$ cat config.mk
export PLATFORM = sky130hd
export DESIGN_NAME = logger_status_lamp_driver
export DESIGN_NICKNAME = d
export VERILOG_FILES = /design/src/include/lamp_pkg.sv /design/src/verilog/lamp_pulse.sv /design/src/verilog/logger_status_lamp_driver.sv
export SDC_FILE = /design/constraint.sdc
export NUM_CORES = 1
export LEC_CHECK = 0
export ABC_AREA = 1
export BUFFER_PORTS_ARGS = -buffer_cell sky130_fd_sc_hd__buf_2
export CELL_PAD_IN_SITES_DETAIL_PLACEMENT = 1
export CELL_PAD_IN_SITES_GLOBAL_PLACEMENT = 2
export CORE_ASPECT_RATIO = 1.2
export CORE_MARGIN = 4
export CORE_UTILIZATION = 40
export CTS_CLUSTER_DIAMETER = 150
export CTS_CLUSTER_SIZE = 25
export DETAILED_ROUTE_END_ITERATION = 7
export PLACE_DENSITY = 0.83
export SLEW_MARGIN = 20
export SYNTH_ARGS = -nofsm -noshare
export SYNTH_HDL_FRONTEND = slang
export SYNTH_SLANG_ARGS = --single-unit
$ cat constraint.sdc
create_clock -name core_clk -period 9 [get_ports core_clk]
set_input_delay 1.8 -clock core_clk [delete_from_list [all_inputs] [get_ports core_clk]]
set_output_delay 1.8 -clock core_clk [all_outputs]
set_load 0.05 [all_outputs]
$ cat src/include/lamp_pkg.sv
package lamp_pkg;
	// system clock
	localparam int unsigned CLK_HZ         = 50_000_000;
	// lamp timing base: one tick every 10 ms
	localparam int unsigned TICK_MS        = 10;
	localparam int unsigned TICK_CYCLES    = CLK_HZ / 1000 * TICK_MS;
	// pattern periods and on-times, in ticks
	localparam logic [7:0] SHORT_ON_TICKS  = 8'h05;   // 50 ms pulse
	localparam logic [7:0] FLASH_PERIOD    = 8'h32;   // 500 ms
	localparam logic [7:0] FLASH_ON        = 8'h0a;   // 100 ms
	localparam logic [7:0] BLINK_PERIOD    = 8'h28;   // 400 ms, 50 % duty
	localparam logic [7:0] BLINK_ON        = 8'h14;
	localparam logic [7:0] SLOW_PERIOD     = 8'h64;   // 1 s
	localparam logic [7:0] SLOW_ON         = 8'h32;   // 1 Hz slow blink
	localparam logic [7:0] SFLASH_ON       = 8'h0f;   // slow flash: 150 ms of 1 s
	localparam logic [7:0] RARE_PERIOD     = 8'hfa;   // 2.5 s no-link heartbeat
	localparam logic [7:0] RARE_ON         = 8'h0a;
	localparam logic [7:0] RUN_STEP        = 8'h0f;   // running light step
	// fault code group: flash slots then a gap
	localparam logic [7:0] CODE_SLOT       = 8'h1e;   // 300 ms per flash slot
	localparam logic [7:0] CODE_ON         = 8'h0f;
	localparam logic [3:0] CODE_GAP_SLOTS  = 4'h4;
	// fault code counts
	localparam logic [2:0] CODE_OVERRUN    = 3'h1;
	localparam logic [2:0] CODE_CONFIG     = 3'h3;
	localparam logic [2:0] CODE_DISK       = 3'h4;
	localparam logic [2:0] CODE_INTERNAL   = 3'h5;
endpackage

$ cat src/verilog/lamp_pulse.sv
`timescale 1ns/100ps
// stretches a one-cycle event into a visible lamp pulse of fixed length
module lamp_pulse (
	input  wire logic core_clk,
	input  wire logic reset,
	input  wire logic tick,
	input  wire logic event_in,
	output logic      pulse
);
	logic [7:0] cnt_q;
	logic [7:0] cnt_d;

	// retrigger restarts the pulse so steady traffic keeps the lamp lit
	always_comb begin
		cnt_d = cnt_q;
		if (event_in) begin
			cnt_d = lamp_pkg::SHORT_ON_TICKS;
		end else if (tick && cnt_q != 8'h00) begin
			cnt_d = cnt_q - 8'h01;
		end
	end

	always_ff @(posedge core_clk or posedge reset) begin
		if (reset) begin
			cnt_q <= 8'h00;
		end else begin
			cnt_q <= cnt_d;
		end
	end

	assign pulse = (cnt_q != 8'h00);
endmodule

$ cat src/verilog/logger_status_lamp_driver.sv
`timescale 1ns/100ps
// Summary of operation
// - short yellow flash for each received CAN message.
// - error passive blinks yellow and red together.
// - bus off slow-flashes yellow and red together.
// - short amber flash for each received error frame.
// - green blinks at 1 Hz during autobaud, steady while logging.
// - logging starts only after autobaud completes.
// - live-interface use flashes green and holds red on.
// - amber steady while either ring buffer is overwritten.
// - CAN overrun is red on plus repeated single yellow flash; code two unused.
// - red on with yellow groups of three, four, five for config, disk, internal.
// - configuration mode runs a light around all four lamps.
// - disk maintenance blinks a lamp.
// - no USB link flashes green once every few seconds.
// - firmware configuration error flashes green and holds red on.
// - logger mode only when powered from the CAN side.
// - a full ring buffer wraps and overwrites, driving amber steady.
module logger_status_lamp_driver (
	input  wire logic core_clk,
	input  wire logic reset,
	input  wire logic can_rx_event,
	input  wire logic error_frame_event,
	input  wire logic error_passive,
	input  wire logic bus_off,
	input  wire logic autobaud_running,
	input  wire logic autobaud_done,
	input  wire logic can_powered,
	input  wire logic usb_powered,
	input  wire logic host_live_use,
	input  wire logic ring_overwrite,
	input  wire logic fault_overrun,
	input  wire logic fault_config_file,
	input  wire logic fault_disk,
	input  wire logic fault_internal,
	input  wire logic tool_config_mode,
	input  wire logic disk_maintenance,
	input  wire logic usb_link_up,
	input  wire logic firmware_config_error,
	output logic      logger_mode,
	output logic      log_enable,
	output logic      power_status_lamp,
	output logic      channel_lamp,
	output logic      error_frame_lamp,
	output logic      fault_lamp
);
	// ------------------------------------------------------------
	// input synchronisers
	// ------------------------------------------------------------
	localparam int unsigned NLEV = 16;
	logic [NLEV-1:0] lev_raw;
	logic [NLEV-1:0] sync1_q;
	logic [NLEV-1:0] sync2_q;
	logic [NLEV-1:0] sync1_d;
	logic [NLEV-1:0] sync2_d;
	logic [NLEV-1:0] lev;

	assign lev_raw = {can_rx_event, error_frame_event, error_passive, bus_off,
		autobaud_running, autobaud_done, can_powered, usb_powered,
		host_live_use, ring_overwrite, fault_overrun, fault_config_file,
		fault_disk, fault_internal, tool_config_mode, disk_maintenance};

	// events are pulses from firmware; only rising edges taken after sync
	always_comb begin
		sync1_d = lev_raw;
		sync2_d = sync1_q;
	end

	always_ff @(posedge core_clk or posedge reset) begin
		if (reset) begin
			sync1_q <= '0;
			sync2_q <= '0;
		end else begin
			sync1_q <= sync1_d;
			sync2_q <= sync2_d;
		end
	end

	assign lev = sync2_q;

	logic rx_l, ef_l, epas, boff, ab_run, ab_done, pwr_can, pwr_usb;
	logic live, ovw, f_ovr, f_cfg, f_disk, f_int, cfg_mode, maint;
	assign {rx_l, ef_l, epas, boff, ab_run, ab_done, pwr_can, pwr_usb,
		live, ovw, f_ovr, f_cfg, f_disk, f_int, cfg_mode, maint} = lev;

	logic link_s1_q, link_s2_q, fwerr_s1_q, fwerr_s2_q;
	logic rx_prev_q, ef_prev_q;

	// ------------------------------------------------------------
	// prescaler and pattern timers
	// ------------------------------------------------------------
	logic [19:0] pre_q;
	logic [19:0] pre_d;
	logic        tick;
	logic [7:0]  ph_q;
	logic [7:0]  ph_d;
	logic [7:0]  rare_q;
	logic [7:0]  rare_d;
	logic [7:0]  slot_q;
	logic [7:0]  slot_d;
	logic [3:0]  slot_idx_q;
	logic [3:0]  slot_idx_d;
	logic [1:0]  run_q;
	logic [1:0]  run_d;
	logic [7:0]  run_t_q;
	logic [7:0]  run_t_d;
	logic [2:0]  code;

	assign tick = (pre_q == 20'(lamp_pkg::TICK_CYCLES - 1));

	always_comb begin
		pre_d      = tick ? 20'h00000 : pre_q + 20'h00001;
		ph_d       = ph_q;
		rare_d     = rare_q;
		slot_d     = slot_q;
		slot_idx_d = slot_idx_q;
		run_d      = run_q;
		run_t_d    = run_t_q;
		if (tick) begin
			// shared phase wraps at 2 s, a multiple of every short period
			ph_d   = (ph_q == 8'hc7) ? 8'h00 : ph_q + 8'h01;
			rare_d = (rare_q == lamp_pkg::RARE_PERIOD - 8'h01) ? 8'h00 : rare_q + 8'h01;
			if (slot_q == lamp_pkg::CODE_SLOT - 8'h01) begin
				slot_d = 8'h00;
				slot_idx_d = (slot_idx_q == 4'(code) + lamp_pkg::CODE_GAP_SLOTS - 4'h1) ?
					4'h0 : slot_idx_q + 4'h1;
			end else begin
				slot_d = slot_q + 8'h01;
			end
			if (run_t_q == lamp_pkg::RUN_STEP - 8'h01) begin
				run_t_d = 8'h00;
				run_d   = run_q + 2'h1;
			end else begin
				run_t_d = run_t_q + 8'h01;
			end
		end
	end

	// ------------------------------------------------------------
	// fault code selection
	// ------------------------------------------------------------
	// overrun uses one flash; two never selected
	always_comb begin
		if (f_int) begin
			code = lamp_pkg::CODE_INTERNAL;
		end else if (f_disk) begin
			code = lamp_pkg::CODE_DISK;
		end else if (f_cfg) begin
			code = lamp_pkg::CODE_CONFIG;
		end else if (f_ovr) begin
			code = lamp_pkg::CODE_OVERRUN;
		end else begin
			code = 3'h0;
		end
	end

	always_ff @(posedge core_clk or posedge reset) begin
		if (reset) begin
			pre_q      <= 20'h00000;
			ph_q       <= 8'h00;
			rare_q     <= 8'h00;
			slot_q     <= 8'h00;
			slot_idx_q <= 4'h0;
			run_q      <= 2'h0;
			run_t_q    <= 8'h00;
			link_s1_q  <= 1'b0;
			link_s2_q  <= 1'b0;
			fwerr_s1_q <= 1'b0;
			fwerr_s2_q <= 1'b0;
			rx_prev_q  <= 1'b0;
			ef_prev_q  <= 1'b0;
		end else begin
			pre_q      <= pre_d;
			ph_q       <= ph_d;
			rare_q     <= rare_d;
			slot_q     <= slot_d;
			slot_idx_q <= slot_idx_d;
			run_q      <= run_d;
			run_t_q    <= run_t_d;
			link_s1_q  <= usb_link_up;
			link_s2_q  <= link_s1_q;
			fwerr_s1_q <= firmware_config_error;
			fwerr_s2_q <= fwerr_s1_q;
			rx_prev_q  <= rx_l;
			ef_prev_q  <= ef_l;
		end
	end

	// ------------------------------------------------------------
	// pattern waveforms
	// ------------------------------------------------------------
	logic p_flash, p_blink, p_slow, p_sflash, p_rare, p_code;
	logic rx_pulse, ef_pulse;

	assign p_flash  = ((ph_q % lamp_pkg::FLASH_PERIOD) < lamp_pkg::FLASH_ON);
	assign p_blink  = ((ph_q % lamp_pkg::BLINK_PERIOD) < lamp_pkg::BLINK_ON);
	assign p_slow   = ((ph_q % lamp_pkg::SLOW_PERIOD) < lamp_pkg::SLOW_ON);
	assign p_sflash = ((ph_q % lamp_pkg::SLOW_PERIOD) < lamp_pkg::SFLASH_ON);
	assign p_rare   = (rare_q < lamp_pkg::RARE_ON);
	assign p_code   = (slot_idx_q < 4'(code)) && (slot_q < lamp_pkg::CODE_ON);

	lamp_pulse u_rx_pulse (
		.core_clk (core_clk),
		.reset    (reset),
		.tick     (tick),
		.event_in (rx_l & ~rx_prev_q),
		.pulse    (rx_pulse)
	);

	lamp_pulse u_ef_pulse (
		.core_clk (core_clk),
		.reset    (reset),
		.tick     (tick),
		.event_in (ef_l & ~ef_prev_q),
		.pulse    (ef_pulse)
	);

	// ------------------------------------------------------------
	// mode gating and lamp selection
	// ------------------------------------------------------------
	logic mode_d, log_d, g_d, y_d, a_d, r_d;
	logic mode_q, log_q, g_q, y_q, a_q, r_q;

	always_comb begin
		mode_d = pwr_can & ~cfg_mode;
		log_d  = mode_d & ab_done & ~ab_run;
	end

	always_comb begin
		g_d = 1'b0;
		y_d = 1'b0;
		a_d = 1'b0;
		r_d = 1'b0;
		if (cfg_mode) begin
			g_d = (run_q == 2'h0);
			y_d = (run_q == 2'h1);
			a_d = (run_q == 2'h2);
			r_d = (run_q == 2'h3);
		end else if (maint) begin
			r_d = p_blink;
		end else if (fwerr_s2_q || live) begin
			g_d = p_flash;
			r_d = 1'b1;
		end else if (code != 3'h0) begin
			r_d = 1'b1;
			y_d = p_code;
			a_d = ovw;
		end else if (!link_s2_q && pwr_usb && !pwr_can) begin
			g_d = p_rare;
			// overwrite stays visible on USB supply too
			a_d = ovw;
		end else begin
			g_d = ab_run ? p_slow : log_d;
			if (boff) begin
				y_d = p_sflash;
				r_d = p_sflash;
			end else if (epas) begin
				y_d = p_blink;
				r_d = p_blink;
			end else begin
				y_d = rx_pulse;
			end
			a_d = ovw | ef_pulse;
		end
	end

	always_ff @(posedge core_clk or posedge reset) begin
		if (reset) begin
			mode_q <= 1'b0;
			log_q  <= 1'b0;
			g_q    <= 1'b0;
			y_q    <= 1'b0;
			a_q    <= 1'b0;
			r_q    <= 1'b0;
		end else begin
			mode_q <= mode_d;
			log_q  <= log_d;
			g_q    <= g_d;
			y_q    <= y_d;
			a_q    <= a_d;
			r_q    <= r_d;
		end
	end

	assign logger_mode       = mode_q;
	assign log_enable        = log_q;
	assign power_status_lamp = g_q;
	assign channel_lamp      = y_q;
	assign error_frame_lamp  = a_q;
	assign fault_lamp        = r_q;
endmodule

==> After elaboration in Yosys (flattened, before gate mapping) <==
Index checks and enable logic that the tools add are counted.
{ "classes": {"magnitude_cmp": 7, "div": 3, "n_reduce_logical": 16, "muxes": 39, "bitwise_logic": 10, "n_addsub": 11, "eq_ne": 9} }
{ "ops": {"columns": ["cell", "count"], "rows": [
  ["$mux 8", 8],
  ["$add 8x1->8 const B", 4],
  ["$lt 8x4->1 const B", 4],
  ["$mux 1", 26],
  ["$add 20x1->20 const B", 1],
  ["$eq 20x19->1 const B", 1],
  ["$mux 20", 1],
  ["$eq 8x8->1 const B", 2],
  ["$mod 8x6->8 const B", 2],
  ["$reduce_bool 8->1", 2],
  ["$sub 8x1->8 const B", 2],
  ["$eq 8x4->1 const B", 1],
  ["$eq 8x5->1 const B", 1],
  ["$lt 8x5->1 const B", 1],
  ["$lt 8x6->1 const B", 1],
  ["$mod 8x7->8 const B", 1],
  ["$mux 3", 2],
  ["$and 1x1->1", 5],
  ["$logic_and 1x1->1", 5],
  ["$add 3x3->4 const B", 1],
  ["$add 4x1->4 const B", 1],
  ["$eq 2x2->1 const B", 2],
  ["$eq 4x4->1", 1],
  ["$lt 4x3->1", 1],
  ["other kinds (13)", 19]
]} }
{ "totals": {"inputBits": 20, "regBits": 118, "word_cells": 118} }

==> Longest topological paths before layout <==
{ "depth": {"word_depth": 10, "depth_mapped": 19, "depth_no_buf": 18} }

==> Hierarchy <==
From an unflattened synthesis, not the netlist that was laid out.
{ "unflattened": {"hier_cells": 785, "area_unflattened_um2": 6367.4} }
{ "by_module_without_submodules": {"columns": ["module", "instances", "area_each_um2", "cells_per_inst", "seq_area_each_um2"], "rows": [
  ["logger_status_lamp_driver", 1, 5336.4, 631, 2552.4],
  ["lamp_pulse", 2, 515.5, 77, 200.2]
]} }

==> Worst setup path before layout <==
No wires, ideal clock.
{ "synth_path": {"path_type": "flip-flop to output port", "start": "register y_q, in the netlist channel_lamp", "end": "output port channel_lamp", "t_required_ns": 7.200, "arrival_ns": 0.586, "path_stages_with_launch": 1, "path_slack_ns": 6.614, "cell_sequence": "dfrtp_1"} }
{ "synth_lines": {"columns": ["item", "line", "text"], "rows": [
  ["from (decl)", "logger_status_lamp_driver.sv:222", "logic mode_q, log_q, g_q, y_q, a_q, r_q;"],
  ["from (signal assigned)", "logger_status_lamp_driver.sv:279", "y_q <= y_d;"],
  ["to (decl)", "logger_status_lamp_driver.sv:43", "output logic channel_lamp,"]
]} }
No word-level cell between the ends.

==> flow_metrics.tcl <==
set metrics [dict create \
    status "finished clean" \
    switchingPower_uw 305 \
    crit_fanout 75 \
    rsz0062_at_grt "no" \
    sw_frac_of_total 0.216 \
    timing.setup.tns_ps 0 \
    drtIter0Drc 253 \
    yosysWarnings 0 \
    postCtsSetupRepairBufs 0 \
    final.period_utilization 0.313 \
    worstSkewPairLatency_ps 410 \
    p_leak_nw 3.31 \
    min_from "link_s1_q" \
    rr_worst_depth 13 \
    arrival_ps 3220 \
    dr.pass1.iters 4 \
    path_class "in -> async" \
    ys_seq_area_frac 0.500 \
    yosysMostFrequentCell "dfrtp_1" \
    num-fill-cells 1693 \
    rows 48 \
    netlist_top_cells_area "dfrtp_1, nand2_1, inv_1" \
    tritoncts "built" \
    final_cell_area_um2 6890 \
    hold_depth 0 \
    worst_r2r_endpoint "u_rx_pulse.cnt_q[4]" \
    power.total_mw 1.41 \
    antenna_left 0 \
    ios 26 \
    hold_viol_final 0 \
    synthMuxAreaShare 0.00191 \
    syn2layout_area_growth_pct 16.7 \
    power_frac_clock 0.552 \
    drive_above_1_share 0.154 \
    synth-simple-area-share 0.232 \
    vdd_ir_drop_max_v 0.000117 \
    cts_hold_buf 0 \
    yosys.area_share.adder 0.0551 \
    cts_sinks 118 \
    required_ps 9400 \
    final-max-slew-violation-count 0 \
    post_cts_resized 0 \
    die_h_um 141 \
    core_um2 14400 \
    clock-root-buffer "clkbuf_16" \
    syn_nets 717 \
    relSlewSlack 0.358 \
    avgSynthCellArea_um2 8.80 \
    p_comb_frac 0.048 \
    synth_cells 671 \
    grt_pass1_wl_um 24800 \
    fmax_ghz 0.355 \
    clk_pin_slew_ps 60 \
    antenna_found_initial 0 \
    max_cap_viol_count 0 \
    dieArea_um2 16800 \
    htreeDepth 4 \
    gp_congestion 0.817 \
    port_buffers 25 \
    post-place-ws_ps 5620 \
    p_int_mw 1.11 \
    grt_usage 0.184 \
    hpwlAfterDp_um 10100 \
    synth-seq-cells 118 \
    ys_async_sr_fraction 1.00 \
    synth_edf_count 0 \
    totalWireLength_um 14200 \
    viasPerCell 5.18 \
    ys.flop_type "dfrtp_1" \
    worst-r2r-setup-slack_ps 6250 \
    synth_top_area_frac 0.500 \
    cts_buffers 17 \
    synth_top_area_cell "dfrtp_1" \
    end_kind "asynchronous set/reset pin" \
    hold_class "reg -> reg" \
    tightest_slew_ps 963 \
    clockBufferDepth 2 \
    setup_ws_ps 6180 \
    fin_crit_ps 2820 \
    fp.dieW_um 119 \
    grt_pass1_vias 5136 \
    grt-ovfl-total 0 \
    syn_area_um2 5900 \
    synth_cell_types 48 \
    synth_compound_area_frac 0.111 \
    finalSetupViolations 0 \
    wire_per_inst_um 15.8 \
    vias 4638 \
    n_antenna_cell 0 \
    fin_skew_ps 5.23 \
    drc 0 \
    worstHoldEndpoint "link_s2_q" \
    postPlaceCellArea_um2 6210 \
    timing.rr.start "pre_q[0]" \
    synth_common_cells "dfrtp_1, nand2_1, inv_1, nor2_1, a21oi_1" \
    powerDensity_nw_per_um2 205 \
    synth_top_family_by_area "simple AND/OR/NAND/NOR gates" \
    nNetsFinal 754 \
    crit_path_start_kind "input pin" \
    synth_xor_area_frac 0.0252 \
    start_util 0.410 \
    seqPwrFrac 0.400 \
    grt_max_degree 76 \
]
==> registers in the layout (all words and copies together), names as in the netlist <==
name / cells
rx_prev_q: 1
lev: 16
slot_q: 8
channel_lamp: 1
run_t_q: 8
fault_lamp: 1
u_rx_pulse.cnt_q: 8
slot_idx_q: 4
link_s1_q: 1
error_frame_lamp: 1
logger_mode: 1
pre_q: 20
fwerr_s1_q: 1
fwerr_s2_q: 1
u_ef_pulse.cnt_q: 8
run_q: 2
link_s2_q: 1
sync1_q: 16
log_enable: 1
power_status_lamp: 1
ph_q: 8
rare_q: 8
ef_prev_q: 1
==> cell families after synthesis <==
kind of cell               count (synthesis)
adders and majority gates                 26
and+or+nand+nor                          280
DFF                                      118
buffers and inverters                    111
muxes                                      1
AOI/OAI and AO/OA                        118
xor gates and xnor gates                  17
==> worst max-delay path by stage <==
stage | startpoint | to | slack [ps] | depth (start not counted)
finish | reset | slot_q[3] | 6180 | 3
global route | reset | pre_q[10] | 5880 | 3
CTS | reset | pre_q[10] | 6060 | 3
detailed placement | reset | sync1_q[3] | 5620 | 3
global placement | reset | pre_q[11] | 5690 | 3
floorplan | reset | channel_lamp | 4070 | 1
==> routing by layer <==
layer,wire [um],GRT usage,share of wire,vias up
met5,0,0,0,-
met4,203,0.0635,0.014,0
met3,359,0.0393,0.025,20
met2,7570,0.334,0.53,42
met1,6040,0.214,0.43,2298
li1,-,-,-,2278
==> through the flow <==
stage / util / std cells / hold WS, ps
after floorplan: - / 671 / 331
after global placement: 0.431 / 864 / 337
after detailed placement: 0.431 / 864 / 336
after CTS: 0.478 / 896 / 345
after global routing: 0.478 / 896 / 360
final: 0.478 / 896 / 346
==> area by class of cell <==
cell class                      count  area (um^2)  share of cell area
Sequential cell                   118         2950               0.429
Multi-Input combinational cell    442         2510               0.365
Clock buffer                       20          457              0.0663
Inverter                          103          389              0.0565
Clock inverter                     12          223              0.0323
Tap cell                          175          219              0.0318
Timing Repair Buffer               26          133              0.0193
==> worst max-delay path: stages <==
cell,delay (ps)
buf_2,120
inv_4,400
buf_4,840
==> power by group through the flow <==
| stage | sequential (mW) | clock [mW] | combinational [mW] |
|---|---|---|---|
| floorplan | 0.573 | 0 | 0.0452 |
| global placement | 0.572 | 0 | 0.0656 |
| detailed placement | 0.573 | 0 | 0.0695 |
| CTS | 0.564 | 0.799 | 0.0706 |
| global route | 0.566 | 0.824 | 0.0793 |
| finish | 0.564 | 0.779 | 0.0684 |
==> layout by cell type (no fill, tap or decap), types with 4 or more instances in the layout <==
cell	n
nor4_1	11
o21ai_1	5
nand3_1	27
nand4_1	16
nand2_2	15
o21ai_0	38
bufinv_16	6
inv_2	8
nand2_1	107
nor2_1	64
ha_1	26
xor2_1	11
nand3_2	6
inv_1	90
a21oi_1	53
nor3_2	5
xnor2_1	6
nor3_1	11
clkinv_1	4
clkbuf_16	17
dfrtp_1	118
buf_2	25
Power figures use the tool's default switching activity.
